File: src/hw/dsp_pkg.sv
// Package with register map, field layout and timing constants for the display saver block.
package dsp_pkg;

   // ----------------------------------------------------------------------
   // Register map
   // ----------------------------------------------------------------------
   localparam logic [3:0] DSP_ADDR_SAVER_TIME   = 4'h2;
   localparam logic [3:0] DSP_ADDR_PROTECT_LVL  = 4'h3;
   localparam logic [3:0] DSP_ADDR_CTRL         = 4'h4;
   localparam logic [3:0] DSP_ADDR_STATUS       = 4'h5;
   localparam logic [3:0] DSP_ADDR_FUNC_EN      = 4'h6;

   // ----------------------------------------------------------------------
   // Control bits (register DSP_ADDR_CTRL)
   // ----------------------------------------------------------------------
   localparam int DSP_CTRL_TEST_PERMIT   = 0;
   localparam int DSP_CTRL_SAVER_OFF     = 2;
   localparam int DSP_CTRL_KEYWORD_REG   = 4;
   localparam int DSP_CTRL_MON_TEST_CFG  = 5;

   // ----------------------------------------------------------------------
   // Saver time encoding
   // ----------------------------------------------------------------------
   localparam logic [15:0] DSP_SAVER_DEFAULT_MIN = 16'h000a;
   localparam logic [15:0] DSP_SAVER_MAX_MIN     = 16'h00f0;
   localparam logic [15:0] DSP_ZERO16            = 16'h0000;

   // ----------------------------------------------------------------------
   // Protect levels
   // ----------------------------------------------------------------------
   localparam logic [15:0] DSP_PROTECT_LVL1 = 16'h0001;
   localparam logic [15:0] DSP_PROTECT_LVL2 = 16'h0002;

   // ----------------------------------------------------------------------
   // Function enable bit positions
   // ----------------------------------------------------------------------
   localparam int DSP_FN_TOP_TIME    = 0;
   localparam int DSP_FN_TOP_MON     = 1;
   localparam int DSP_FN_MON_TEST    = 2;
   localparam int DSP_FN_TEST        = 3;
   localparam int DSP_FN_ERR_CHECK   = 4;
   localparam int DSP_FN_PROTECT     = 5;
   localparam int DSP_FN_LANGUAGE    = 6;
   localparam int DSP_FN_CONTRAST    = 7;
   localparam int DSP_FN_TIME_SET    = 8;
   localparam int DSP_FN_KEY_CANCEL  = 9;
   localparam int DSP_FN_CASSETTE    = 10;
   localparam int DSP_FN_MON_TOP_TST = 11;
   localparam int DSP_FN_W           = 12;
   localparam logic [11:0] DSP_FN_ALL = 12'hfff;

   // ----------------------------------------------------------------------
   // Timing and scroll geometry
   // ----------------------------------------------------------------------
   localparam int DSP_CLK_HZ       = 10_000_000;
   localparam int DSP_MINUTE_S     = 60;
   localparam int DSP_MINUTE_CYC   = DSP_CLK_HZ * DSP_MINUTE_S;
   localparam int DSP_SCROLL_MS    = 500;
   localparam int DSP_SCROLL_CYC   = DSP_CLK_HZ / 1000 * DSP_SCROLL_MS;
   localparam logic [3:0] DSP_COL_LAST = 4'hb;
   localparam logic [1:0] DSP_ROW_LAST = 2'h3;

   // Saver state machine.
   typedef enum logic [1:0] {DSP_IDLE, DSP_SAVER, DSP_FORCED} dsp_state_t;

endpackage : dsp_pkg

File: src/hw/dsp_scroll_if.sv
// Interface carrying the tick and scroll position between saver modules.
`timescale 1ns/10ps
`default_nettype none
interface dsp_scroll_if;
   logic       step;
   logic       run;
   logic [3:0] col;
   logic [1:0] row;
   modport src (output step, input run);
   modport pos (input step, input run, output col, output row);
endinterface : dsp_scroll_if
`default_nettype wire

File: src/hw/dsp_tick_div.sv
// Divider that produces the minute enable and the scroll step enable.
`timescale 1ns/10ps
`default_nettype none
module dsp_tick_div
   import dsp_pkg::*;
#(
   parameter int MINUTE_CYC = DSP_MINUTE_CYC,
   parameter int SCROLL_CYC = DSP_SCROLL_CYC
) (
   // Clock and reset.
   input  wire logic i_ref_clk,
   input  wire logic i_rst,
   // Counter restart.
   input  wire logic i_restart,
   // Enables.
   output logic      o_minute,
   dsp_scroll_if.src scr
);
   logic [31:0] min_cnt_reg, min_cnt_next;
   logic [31:0] scr_cnt_reg, scr_cnt_next;
   logic        min_reg,     min_next;
   logic        step_reg,    step_next;

   // Next counts; the minute count restarts on a key or a setting change.
   always_comb begin
      min_next = 1'b0;
      step_next = 1'b0;
      if (i_restart || min_cnt_reg == 32'(MINUTE_CYC - 1)) begin
         min_cnt_next = 32'h0;
         min_next = !i_restart;
      end else begin
         min_cnt_next = min_cnt_reg + 32'h1;
      end
      if (!scr.run || scr_cnt_reg == 32'(SCROLL_CYC - 1)) begin
         scr_cnt_next = 32'h0;
         step_next = scr.run;
      end else begin
         scr_cnt_next = scr_cnt_reg + 32'h1;
      end
   end

   // Registers of the divider.
   always_ff @(posedge i_ref_clk or posedge i_rst) begin
      if (i_rst) begin
         min_cnt_reg <= 32'h0;
         scr_cnt_reg <= 32'h0;
         min_reg <= 1'b0;
         step_reg <= 1'b0;
      end else begin
         min_cnt_reg <= min_cnt_next;
         scr_cnt_reg <= scr_cnt_next;
         min_reg <= min_next;
         step_reg <= step_next;
      end
   end

   assign o_minute = min_reg;
   assign scr.step = step_reg;
endmodule : dsp_tick_div
`default_nettype wire

File: src/hw/dsp_scroll_pos.sv
// Position walker for the moving saver picture.
`timescale 1ns/10ps
`default_nettype none
module dsp_scroll_pos
   import dsp_pkg::*;
(
   // Clock and reset.
   input  wire logic i_ref_clk,
   input  wire logic i_rst,
   // Position.
   dsp_scroll_if.pos scr
);
   logic [3:0] col_reg, col_next;
   logic [1:0] row_reg, row_next;

   // Column walks right to left; on wrap the row walks top to bottom.
   always_comb begin
      col_next = col_reg;
      row_next = row_reg;
      if (!scr.run) begin
         col_next = DSP_COL_LAST;
         row_next = 2'h0;
      end else if (scr.step) begin
         if (col_reg == 4'h0) begin
            col_next = DSP_COL_LAST;
            row_next = (row_reg == DSP_ROW_LAST) ? 2'h0 : row_reg + 2'h1;
         end else begin
            col_next = col_reg - 4'h1;
         end
      end
   end

   // Position registers.
   always_ff @(posedge i_ref_clk or posedge i_rst) begin
      if (i_rst) begin
         col_reg <= DSP_COL_LAST;
         row_reg <= 2'h0;
      end else begin
         col_reg <= col_next;
         row_reg <= row_next;
      end
   end

   assign scr.col = col_reg;
   assign scr.row = row_reg;
endmodule : dsp_scroll_pos
`default_nettype wire

File: src/hw/dsp_saver_protect.sv
// Screen saver and screen protect gating for the operator display.
`timescale 1ns/10ps
`default_nettype none
module dsp_saver_protect
   import dsp_pkg::*;
#(
   parameter int MINUTE_CYC = DSP_MINUTE_CYC,
   parameter int SCROLL_CYC = DSP_SCROLL_CYC
) (
   // Clock and reset.
   input  wire logic                i_ref_clk,
   input  wire logic                i_rst,
   // Register port.
   input  wire logic [3:0]          i_addr,
   input  wire logic [15:0]         i_wdata,
   input  wire logic                i_wr,
   input  wire logic                i_rd,
   output logic [15:0]              o_rdata,
   // Operator keys.
   input  wire logic                i_key,
   output logic                     o_key_accept,
   // Keyword restriction from the controller.
   input  wire logic [DSP_FN_W-1:0] i_keyword_fn_en,
   // Screen and gating outputs.
   output logic                     o_saver_on,
   output logic [3:0]               o_saver_col,
   output logic [1:0]               o_saver_row,
   output logic [DSP_FN_W-1:0]      o_fn_en,
   output logic                     o_test_allow
);
   // ----------------------------------------------------------------------
   // Storage and helper signals
   // ----------------------------------------------------------------------
   logic [15:0]         saver_time_reg,  saver_time_next;
   logic [15:0]         protect_reg,     protect_next;
   logic [5:0]          ctrl_reg,        ctrl_next;
   logic [15:0]         rdata_reg,       rdata_next;
   logic [7:0]          idle_min_reg,    idle_min_next;
   dsp_state_t          state_reg,       state_next;
   logic                accept_reg,      accept_next;
   logic                saver_reg,       saver_next;
   logic [DSP_FN_W-1:0] fn_reg,          fn_next;
   logic                test_reg,        test_next;
   logic [3:0]          col_reg;
   logic [1:0]          row_reg;
   logic [7:0]          limit_min;
   logic                forced;
   logic                time_wr;
   logic                minute;
   logic [DSP_FN_W-1:0] prot_fn;
   dsp_scroll_if        scr ();

   // ----------------------------------------------------------------------
   // Register port
   // ----------------------------------------------------------------------

   // Writes update the words; reads return data one cycle later.
   always_comb begin
      saver_time_next = saver_time_reg;
      protect_next = protect_reg;
      ctrl_next = ctrl_reg;
      rdata_next = DSP_ZERO16;
      time_wr = 1'b0;
      if (i_wr) begin
         unique case (i_addr)
            DSP_ADDR_SAVER_TIME: begin
               saver_time_next = i_wdata;
               time_wr = (i_wdata != saver_time_reg);
            end
            DSP_ADDR_PROTECT_LVL: protect_next = i_wdata;
            DSP_ADDR_CTRL: ctrl_next = i_wdata[5:0];
            default: ;
         endcase
      end
      if (i_rd) begin
         unique case (i_addr)
            DSP_ADDR_SAVER_TIME: rdata_next = saver_time_reg;
            DSP_ADDR_PROTECT_LVL: rdata_next = protect_reg;
            DSP_ADDR_CTRL: rdata_next = {10'h0, ctrl_reg};
            DSP_ADDR_STATUS: rdata_next = {6'h0, idle_min_reg, state_reg};
            DSP_ADDR_FUNC_EN: rdata_next = {4'h0, fn_reg};
            default: rdata_next = DSP_ZERO16;
         endcase
      end
   end

   // Register storage.
   always_ff @(posedge i_ref_clk or posedge i_rst) begin
      if (i_rst) begin
         saver_time_reg <= DSP_ZERO16;
         protect_reg <= DSP_ZERO16;
         ctrl_reg <= 6'h0;
         rdata_reg <= DSP_ZERO16;
      end else begin
         saver_time_reg <= saver_time_next;
         protect_reg <= protect_next;
         ctrl_reg <= ctrl_next;
         rdata_reg <= rdata_next;
      end
   end

   // ----------------------------------------------------------------------
   // Saver time decode
   // ----------------------------------------------------------------------

   // Decode the signed minute setting into a limit.
   always_comb begin
      forced = saver_time_reg[15];
      if (saver_time_reg == DSP_ZERO16) begin
         limit_min = DSP_SAVER_DEFAULT_MIN[7:0];
      end else if (!saver_time_reg[15] && saver_time_reg > DSP_SAVER_MAX_MIN) begin
         limit_min = DSP_SAVER_MAX_MIN[7:0];
      end else begin
         limit_min = saver_time_reg[7:0];
      end
   end

   // ----------------------------------------------------------------------
   // Dividers and scroll position
   // ----------------------------------------------------------------------
   dsp_tick_div #(
      .MINUTE_CYC (MINUTE_CYC),
      .SCROLL_CYC (SCROLL_CYC)
   ) u_div (
      .i_ref_clk (i_ref_clk),
      .i_rst     (i_rst),
      // Restart on key or setting change.
      .i_restart (i_key || time_wr),
      .o_minute  (minute),
      .scr       (scr)
   );

   dsp_scroll_pos u_pos (
      .i_ref_clk (i_ref_clk),
      .i_rst     (i_rst),
      .scr       (scr)
   );

   // Scrolling runs only while the saver shows.
   assign scr.run = saver_reg;

   // ----------------------------------------------------------------------
   // Saver state machine
   // ----------------------------------------------------------------------

   // Idle counting, saver entry and wake-up.
   always_comb begin
      state_next = state_reg;
      idle_min_next = idle_min_reg;
      accept_next = 1'b0;
      unique case (state_reg)
         DSP_IDLE: begin
            accept_next = i_key;
            if (i_key || time_wr) begin
               idle_min_next = 8'h0;
            end else if (minute && idle_min_reg != 8'hff) begin
               idle_min_next = idle_min_reg + 8'h1;
            end
            if (ctrl_reg[DSP_CTRL_SAVER_OFF]) begin
               state_next = DSP_IDLE;
            end else if (forced) begin
               state_next = DSP_FORCED;
            end else if (!i_key && !time_wr && idle_min_reg >= limit_min) begin
               state_next = DSP_SAVER;
            end
         end
         DSP_SAVER: begin
            idle_min_next = 8'h0;
            // First key wakes and is discarded.
            if (i_key || ctrl_reg[DSP_CTRL_SAVER_OFF] || time_wr) begin
               state_next = DSP_IDLE;
            end
         end
         DSP_FORCED: begin
            idle_min_next = 8'h0;
            // Keys never leave a forced saver.
            if (!forced || ctrl_reg[DSP_CTRL_SAVER_OFF]) begin
               state_next = DSP_IDLE;
            end
         end
      endcase
      saver_next = (state_next != DSP_IDLE);
   end

   // Saver registers.
   always_ff @(posedge i_ref_clk or posedge i_rst) begin
      if (i_rst) begin
         state_reg <= DSP_IDLE;
         idle_min_reg <= 8'h0;
         accept_reg <= 1'b0;
         saver_reg <= 1'b0;
         col_reg <= DSP_COL_LAST;
         row_reg <= 2'h0;
      end else begin
         state_reg <= state_next;
         idle_min_reg <= idle_min_next;
         accept_reg <= accept_next;
         saver_reg <= saver_next;
         col_reg <= scr.col;
         row_reg <= scr.row;
      end
   end

   // ----------------------------------------------------------------------
   // Protect gating
   // ----------------------------------------------------------------------

   // Function enables from the protect level.
   always_comb begin
      prot_fn = DSP_FN_ALL;
      if (protect_reg == DSP_PROTECT_LVL1) begin
         // Only the two top screens remain, plus the monitor top test when DSP_CTRL_MON_TEST_CFG is set.
         prot_fn = '0;
         prot_fn[DSP_FN_TOP_TIME] = 1'b1;
         prot_fn[DSP_FN_TOP_MON] = 1'b1;
         prot_fn[DSP_FN_MON_TOP_TST] = ctrl_reg[DSP_CTRL_MON_TEST_CFG];
      end else if (protect_reg == DSP_PROTECT_LVL2) begin
         prot_fn[DSP_FN_TEST] = 1'b0;
         prot_fn[DSP_FN_CONTRAST] = 1'b0;
         prot_fn[DSP_FN_TIME_SET] = 1'b0;
         prot_fn[DSP_FN_LANGUAGE] = 1'b0;
         prot_fn[DSP_FN_CASSETTE] = 1'b0;
         prot_fn[DSP_FN_MON_TOP_TST] = 1'b0;
      end
      fn_next = ctrl_reg[DSP_CTRL_KEYWORD_REG] ? i_keyword_fn_en : prot_fn;
      // Monitor testing needs the permit bit.
      test_next = ctrl_reg[DSP_CTRL_TEST_PERMIT] && fn_next[DSP_FN_MON_TOP_TST];
   end

   // Gating registers.
   always_ff @(posedge i_ref_clk or posedge i_rst) begin
      if (i_rst) begin
         fn_reg <= DSP_FN_ALL;
         test_reg <= 1'b0;
      end else begin
         fn_reg <= fn_next;
         test_reg <= test_next;
      end
   end

   // ----------------------------------------------------------------------
   // Assertions
   // ----------------------------------------------------------------------
   a_wake_key_drop : assert property (@(posedge i_ref_clk) disable iff (i_rst)
      (state_reg == DSP_SAVER && i_key) |=> !accept_reg && state_reg == DSP_IDLE)
      else $error("Wake key was not discarded.");
   a_saver_off_hold : assert property (@(posedge i_ref_clk) disable iff (i_rst)
      ctrl_reg[DSP_CTRL_SAVER_OFF] |=> state_reg == DSP_IDLE)
      else $error("Saver entered while disabled.");
   a_forced_entry : assert property (@(posedge i_ref_clk) disable iff (i_rst)
      (forced && !ctrl_reg[DSP_CTRL_SAVER_OFF])
      |=> saver_reg)
      else $error("Forced saver not shown.");
   a_idle_entry : assert property (@(posedge i_ref_clk) disable iff (i_rst)
      (state_reg == DSP_IDLE && !forced && !i_key && !ctrl_reg[DSP_CTRL_SAVER_OFF]
       && !time_wr && idle_min_reg >= limit_min) |=> state_reg == DSP_SAVER)
      else $error("Saver not entered after idle time.");
   a_zero_default : assert property (@(posedge i_ref_clk) disable iff (i_rst)
      saver_time_reg == DSP_ZERO16 |-> limit_min == 8'h0a)
      else $error("Zero setting not ten minutes.");
   a_clamp_max : assert property (@(posedge i_ref_clk) disable iff (i_rst)
      (!saver_time_reg[15] && saver_time_reg > 16'h00f0) |-> limit_min == 8'hf0)
      else $error("Large setting not clamped.");
   a_min_pass : assert property (@(posedge i_ref_clk) disable iff (i_rst)
      (saver_time_reg >= 16'h0001 && saver_time_reg <= 16'h00f0)
      |-> limit_min == saver_time_reg[7:0])
      else $error("Minute setting altered.");
   a_scroll_left : assert property (@(posedge i_ref_clk) disable iff (i_rst)
      (saver_reg && $past(saver_reg) && scr.step && scr.col != 4'h0)
      |=> scr.col == $past(scr.col) - 4'h1)
      else $error("Picture did not move left.");
   a_key_restart : assert property (@(posedge i_ref_clk) disable iff (i_rst)
      (state_reg == DSP_IDLE && i_key) |=> idle_min_reg == 8'h0)
      else $error("Idle count not restarted.");
   a_level1_gate : assert property (@(posedge i_ref_clk) disable iff (i_rst)
      (protect_reg == 16'h0001 && !ctrl_reg[DSP_CTRL_KEYWORD_REG])
      |=> fn_reg[DSP_FN_CONTRAST:DSP_FN_MON_TEST] == 6'h0)
      else $error("Level one left functions on.");
   a_keyword_wins : assert property (@(posedge i_ref_clk) disable iff (i_rst)
      ctrl_reg[DSP_CTRL_KEYWORD_REG] |=> fn_reg == $past(i_keyword_fn_en))
      else $error("Keyword restriction not applied.");
   a_test_permit : assert property (@(posedge i_ref_clk) disable iff (i_rst)
      !ctrl_reg[DSP_CTRL_TEST_PERMIT] |=> !o_test_allow)
      else $error("Test allowed without permit.");
   a_forced_keys : assert property (@(posedge i_ref_clk) disable iff (i_rst)
      (state_reg == DSP_FORCED && forced && !ctrl_reg[DSP_CTRL_SAVER_OFF])
      |=> state_reg == DSP_FORCED && !accept_reg)
      else $error("Forced saver left on a key.");
   a_level2_gate : assert property (@(posedge i_ref_clk) disable iff (i_rst)
      (protect_reg == DSP_PROTECT_LVL2 && !ctrl_reg[DSP_CTRL_KEYWORD_REG])
      |=> !fn_reg[DSP_FN_TEST] && !fn_reg[DSP_FN_CONTRAST] && !fn_reg[DSP_FN_TIME_SET]
          && !fn_reg[DSP_FN_LANGUAGE] && !fn_reg[DSP_FN_CASSETTE] && fn_reg[DSP_FN_TOP_TIME])
      else $error("Level two left functions on.");
   a_other_levels : assert property (@(posedge i_ref_clk) disable iff (i_rst)
      (protect_reg != DSP_PROTECT_LVL1 && protect_reg != DSP_PROTECT_LVL2
       && !ctrl_reg[DSP_CTRL_KEYWORD_REG]) |=> fn_reg == DSP_FN_ALL)
      else $error("Other level restricted functions.");
   a_scroll_wrap : assert property (@(posedge i_ref_clk) disable iff (i_rst)
      (saver_reg && scr.step && scr.col == 4'h0)
      |=> scr.col == DSP_COL_LAST && scr.row != $past(scr.row))
      else $error("Picture did not wrap downward.");

   // ----------------------------------------------------------------------
   // Outputs
   // ----------------------------------------------------------------------
   assign o_rdata = rdata_reg;
   assign o_key_accept = accept_reg;
   assign o_saver_on = saver_reg;
   assign o_saver_col = col_reg;
   assign o_saver_row = row_reg;
   assign o_fn_en = fn_reg;
   assign o_test_allow = test_reg;
endmodule : dsp_saver_protect
`default_nettype wire

File: config.mk
export PLATFORM = sky130hd
export DESIGN_NAME = dsp_saver_protect
export DESIGN_NICKNAME = d
export VERILOG_FILES = /design/src/hw/dsp_pkg.sv /design/src/hw/dsp_scroll_if.sv /design/src/hw/dsp_tick_div.sv /design/src/hw/dsp_scroll_pos.sv /design/src/hw/dsp_saver_protect.sv
export SDC_FILE = /design/constraint.sdc
export NUM_CORES = 1
export LEC_CHECK = 0
export ABC_AREA = 0
export BUFFER_PORTS_ARGS = -buffer_cell sky130_fd_sc_hd__buf_2
export CORE_ASPECT_RATIO = 1.4
export CORE_MARGIN = 1
export CORE_UTILIZATION = 34
export CTS_BUF_LIST = sky130_fd_sc_hd__clkbuf_16
export DETAILED_ROUTE_END_ITERATION = 10
export PLACE_DENSITY = 0.62
export SYNTH_ARGS = -nofsm -noshare
export SYNTH_HDL_FRONTEND = slang
export SYNTH_SLANG_ARGS = --single-unit
File: constraint.sdc
create_clock -name i_ref_clk -period 4.95 [get_ports i_ref_clk]
set_clock_uncertainty 0.1 [all_clocks]
set_input_delay 0.495 -clock i_ref_clk [delete_from_list [all_inputs] [get_ports i_ref_clk]]
set_output_delay 0.495 -clock i_ref_clk [all_outputs]
set_load 0.1 [all_outputs]
* Word-level counts from Yosys, hierarchy flattened *
Index checks and enable logic that the tools add are counted.
Widths: inputs -> output; s select.

storage, ports and cells
  register bits = 157
  input bits = 37

cells by class
  $add $sub $neg = 5
  magnitude comparators = 2
  equality and inequality tests = 17
  muxes and demuxes = 37
  reduce and logical (&&, ||, !) cells = 25

operators by type and width
  operator               count
  $pmux 16 s5            1
  $add 32x1->32 const B  2
  $mux 32                2
  $eq 32x23->1 const B   1
  $eq 32x30->1 const B   1
  $mux 8                 4
  $mux 2                 12
  $eq 16x1->1 const B    1
  $eq 16x2->1 const B    1
  $gt 16x8->1 const B    1
  $logic_not 16->1       1
  $mux 16                1
  $ne 16x16->1           1
  $pmux 8 s2             1
  $eq 4x3->1 const B     3
  $mux 12                1
  $mux 4                 3
  $mux 3                 3
  $add 8x1->8 const B    1
  $eq 4x2->1 const B     2
  $ge 8x8->1             1
  $mux 1                 8
  $ne 8x8->1 const B     1
  $reduce_and 2->1       4
  14 further kinds       29

* Longest topological paths before layout *
  depth in word-level cells = 11
  mapped depth = 13
  depth with buffers taken out = 12

* Cells and area by module *
A second synthesis with hierarchy kept.

second synthesis, totals
  cells, all modules = 742
  area, all modules = 7841.3 um^2

modules (own cells, without submodules)
  module             times used  cells each  area each (um^2)  sequential area each (um^2)
  dsp_saver_protect  1           347         4070.2            2145.8
  dsp_tick_div       1           362         3444.6            1651.6
  dsp_scroll_pos     1           33          326.6             153.9

* Least setup slack after synthesis *
No wires, ideal clock.

  path type = register -> register
  start point = reg saver_time_reg[15]
  end point = reg saver_reg (netlist: o_saver_on)
  library setup time = 127 ps
  arrival = 2159 ps
  setup slack = 2564 ps
  stages on the path, launching flop included = 13
  clock period less this slack = 2386 ps
  cell sequence = dfrtp_1 clkbuf_1 nor4_1 nand2_1 nor2_1 or2_2 and2_1 ha_1 nor2b_1 o21ai_0 a21oi_1 a311o_1 nand3b_1

between the ends
  word-level cells in the longest chain between the ends = 11

ends and longest elaborated chain
  item                                             RTL line                                            text
  start: declaration                               dsp_saver_protect.sv:34                             logic [15:0] saver_time_reg, saver_time_next;
  start signal: assignment                         dsp_saver_protect.sv:95                             saver_time_reg <= saver_time_next;
  $gt 16x8->1 (tied with other cells)              dsp_saver_protect.sv:111                            end else if (!saver_time_reg[15] && saver_time_reg > DSP_SAVER_MAX_MIN) begin
  $logic_and 1x1->1 or $mux 1 (tied branches)      dsp_saver_protect.sv:111, dsp_saver_protect.sv:65
  $mux 8 or $mux 1 (tied branches)                 dsp_saver_protect.sv:111, dsp_saver_protect.sv:64
  $mux 8 or $logic_not 1->1 (tied branches)        dsp_saver_protect.sv:109, dsp_saver_protect.sv:163
  $ge 8x8->1 or $logic_and 1x1->1 (tied branches)  dsp_saver_protect.sv:163                            end else if (!i_key && !time_wr && idle_min_reg >= limit_min) begin
  $logic_and 1x1->1                                dsp_saver_protect.sv:163
  $mux 2                                           dsp_saver_protect.sv:163
  $mux 2                                           dsp_saver_protect.sv:161                            end else if (forced) begin
  $mux 2                                           dsp_saver_protect.sv:159                            if (ctrl_reg[DSP_CTRL_SAVER_OFF]) begin
  $pmux 2 s3 *                                     dsp_saver_protect.sv:151                            unique case (state_reg)
  net state_next[1]                                dsp_saver_protect.sv:39                             dsp_state_t state_reg, state_next;
  $reduce_bool 2->1 *                              dsp_saver_protect.sv:182                            saver_next = (state_next != DSP_IDLE);
  net saver_next                                   dsp_saver_protect.sv:41                             logic saver_reg, saver_next;
  end signal: assignment                           dsp_saver_protect.sv:198                            saver_reg <= saver_next;
  end: declaration                                 dsp_saver_protect.sv:41

The timed path passes the listed nets; every way through them passes the cells marked *.
A chain may end at the register's enable or synchronous reset.

* Final worst setup path *
  start point = reg saver_time_reg[2]
  end point = reg saver_reg (netlist: o_saver_on)

between the ends
  word-level cells in the longest chain between the ends = 11

ends and longest elaborated chain
  item                                             RTL line
  $gt 16x8->1 or $ne 16x16->1 (tied branches)      dsp_saver_protect.sv:111, dsp_saver_protect.sv:68
  $logic_and 1x1->1 or $mux 1 (tied branches)      dsp_saver_protect.sv:111, dsp_saver_protect.sv:65
  $mux 8 or $mux 1 (tied branches)                 dsp_saver_protect.sv:111, dsp_saver_protect.sv:64
  $mux 8 or $logic_not 1->1 (tied branches)        dsp_saver_protect.sv:109, dsp_saver_protect.sv:163
  $ge 8x8->1 or $logic_and 1x1->1 (tied branches)  dsp_saver_protect.sv:163
  $logic_and 1x1->1                                dsp_saver_protect.sv:163
  $mux 2                                           dsp_saver_protect.sv:163
  $mux 2                                           dsp_saver_protect.sv:161
  $mux 2                                           dsp_saver_protect.sv:159
  $pmux 2 s3 *                                     dsp_saver_protect.sv:151
  $reduce_bool 2->1 *                              dsp_saver_protect.sv:182
  net saver_next                                   dsp_saver_protect.sv:41

Marks and branches as above.

==> flow_summary.ini <==
[placed_design]
hpwl_mm = 12.5
numPortBuffers = 73
dpl-instance-area_um2 = 8290
gp_congestion = 0.813

[timing]
max_freq_ghz = 0.375
drv_slew = 0
finalCriticalPeriod_ns = 2.67
rsz0062_at_grt = false
setup_violations = 0
timing.final.crit_share = 0.539
hold_viol_final = 0
finalSetupTns_ns = 0
tightest_slew_ns = 0.839
slew_headroom = 0.441

[logic_synthesis]
synth_area_per_cell_um2 = 10.5
ys_seq_area_frac = 0.522
async_flop_share = 1.00
synth.distinct_cells = 53
syn_area_um2 = 7570
synth_edf_count = 0
yosys_warnings = 0
synth_seq_cells = 157
syn_inst = 724
synth_nets = 777
ys.flop_type = dfrtp_1

[worst_setup_path]
start_kind = flop
critical_path_class = flop to flop
worstPathRequired_ns = 5.16
critPathMaxStageDelay_ns = 0.45
cp_slowest_cell = nor4_1
critPathArrivalTime_ns = 2.88
crit_path_cell_trace = nor4_1, nor2_1, nor2_1, or2_2, nand2_1, ha_1, a211oi_1, o21ai_0, a21oi_1, o31ai_1, nand3_1, nand3b_1
cp-end-kind = flop
crit_top_cell = nor2_1
crit_fanout = 5

[die]
die_h_um = 179
io_pins = 74
initial_core_util = 0.346
rows = 64
die_w_um = 128
core_um2 = 21900
die-area_um2 = 22900

[clock_tree]
root_buffer = clkbuf_16
cts_num_sinks = 157
cts_tree = done
cts_setup_buffers = 0
htree_levels = 4
holdBufCountCts = 0
path_clk_slew_ns = 0.06
clock_path_buffers = 2
cts_resized = 0
insertion_delay_ns = 0.43
cts-buffers-inserted = 17

[drt]
drt_iter0_markers = 353
totalWireLength_mm = 17.7
drc_errors = 0
viasPerCell = 5.03
via_count = 5594
wl_per_cell_um = 15.9
drtAntennaViolNets = 0
first_pass_iters = 4

[global_routing]
grt_pass1_vias = 5616
busiest_layer = met2
grt_max_degree = 95
grt-ovfl-total = 0
grt_usage = 0.165
grtUsageMet2 = 0.289
met3_usage = 0.0387
antenna_found_initial = 1
grt_pass1_wl_mm = 28.9
gr-usage-met1 = 0.187

[final_layout]
final_util = 0.410
drive_gt1_frac = 0.222
synthToLayoutAreaGrowth_pct = 18.4
antenna_cells = 0
fin_nets = 857
regArea_um2 = 3950
finalInstanceArea_um2 = 8970
fillers = 2116
multi_input_area_um2 = 3470

[power_and_ir_drop]
power_density_nw_per_um2 = 436
max-vdd-ir-drop_v = 0.000246
finalPower_mw = 3.91
p_leak_nw = 3.92

[flow_run]
max_cap_viol_count = 0

[worst_hold_path]
hold_path.class = input port to asynchronous set/reset pin

[outcome]
status = finished, final reports clean
## worst max-delay path: cells and delay by family (launching register included)
| kind | cells | cell delay (ns) |
|---|---|---|
| simple gates | 7 | 1.06 |
| compound gates | 4 | 0.65 |
| flops | 1 | 0.43 |
| fa+ha+maj | 1 | 0.29 |
## synth_stat cells, drive strengths merged, types with 3 or more instances
library cell  number  area, um2
nand3b             3       22.5
a22oi             19        143
a31oi              7       43.8
xnor2             22        193
nor4              20        125
and4               5       43.8
o21ai             10       50.1
a222oi             4       40.0
a21oi             17       85.1
buf                4       28.8
clkbuf            18       67.6
nor4b              5       58.8
mux2              39        439
nor3               6       35.0
dfrtp            139       3480
and3              13       81.3
dfstp             18        473
nor3b              5       37.5
xor2              56        490
inv               15       56.3
nand2             64        240
nand4             25        163
a21o              10       75.1
ha                16        200
nand2b             3       18.8
mux2i              3       30.0
and2               8       50.1
nor2             114        460
nand3             35        175
## kinds of logic after synthesis
logic type / count (synthesis) / share of synthesized area
and+or+nand+nor: 315 / 0.209
DFF: 157 / 0.522
AOI/OAI and AO/OA: 79 / 0.0701
xor gates and xnor gates: 78 / 0.0902
muxes: 42 / 0.0620
buffers and inverters: 37 / 0.0202
adders and majority gates: 16 / 0.0264
## metrics by stage
step	setup slack [ns]	std cells	hold slack [ns]
detailed placement	2.39	1082	0.274
finish	2.28	1113	0.149
global route	2.03	1113	0.150
CTS	2.32	1113	0.143
floorplan	0.150	724	0.264
global placement	2.40	1082	0.276
## final timing paths
kind | startpoint | end | slack [ns] | cells past startpoint
max | saver_time_reg[2]$_DFFE_PP0P_ | o_saver_on$_DFF_PP0_ | 2.28 | 12
min | i_rst | o_saver_row[1]$_DFF_PP0_ | 0.15 | 2
max reg2reg | saver_time_reg[2]$_DFFE_PP0P_ | o_saver_on$_DFF_PP0_ | 2.28 | 12
min reg2reg | u_pos.scr.col[0]$_DFFE_PP1P_ | o_saver_col[0]$_DFF_PP1_ | 0.29 | 0
max in group asynchronous | i_rst | o_fn_en[2]$_DFF_PP1_ | 3.57 | 3
min in group i_ref_clk | i_keyword_fn_en[1] | o_fn_en[1]$_DFF_PP1_ | 0.16 | 2
## final cells by class
type                       count  share of cell area
clock buffer                  17              0.0474
clock inverter                14              0.0279
inverter                      15             0.00684
multi-input combinational    530               0.387
sequential                   157               0.441
tap                          297              0.0414
timing repair buffer          83              0.0491
## metal layers
metal | vias up | wire length, um
li1 | 2702 | -
met1 | 2775 | 7290
met2 | 80 | 9320
met3 | 35 | 548
met4 | 2 | 530
met5 | - | 17
## power breakdown
part	switching, mW	internal, mW
Clock	0.518	0.987
Sequential	0.166	1.44
Combinational	0.572	0.226
## layout by cell type (no fill, tap or decap), types with 4 or more instances in the layout
master / instances
dfrtp_1: 139
ha_1: 16
nand4_1: 24
and4_1: 5
nor2_1: 109
xor2_1: 56
nor3b_1: 5
nand3_1: 35
o21ai_0: 10
a21oi_1: 17
a222oi_1: 4
nor2_4: 4
and2_1: 8
inv_1: 15
bufinv_16: 7
clkbuf_16: 17
buf_4: 10
nor3_1: 5
a22oi_1: 19
nor4_1: 20
and3_1: 13
a31oi_1: 7
xnor2_1: 22
nand2_1: 64
buf_2: 73
a21o_1: 10
dfstp_2: 18
nor4b_1: 4
mux2_2: 39
Note: power is estimated with default switching activity, not from simulation.
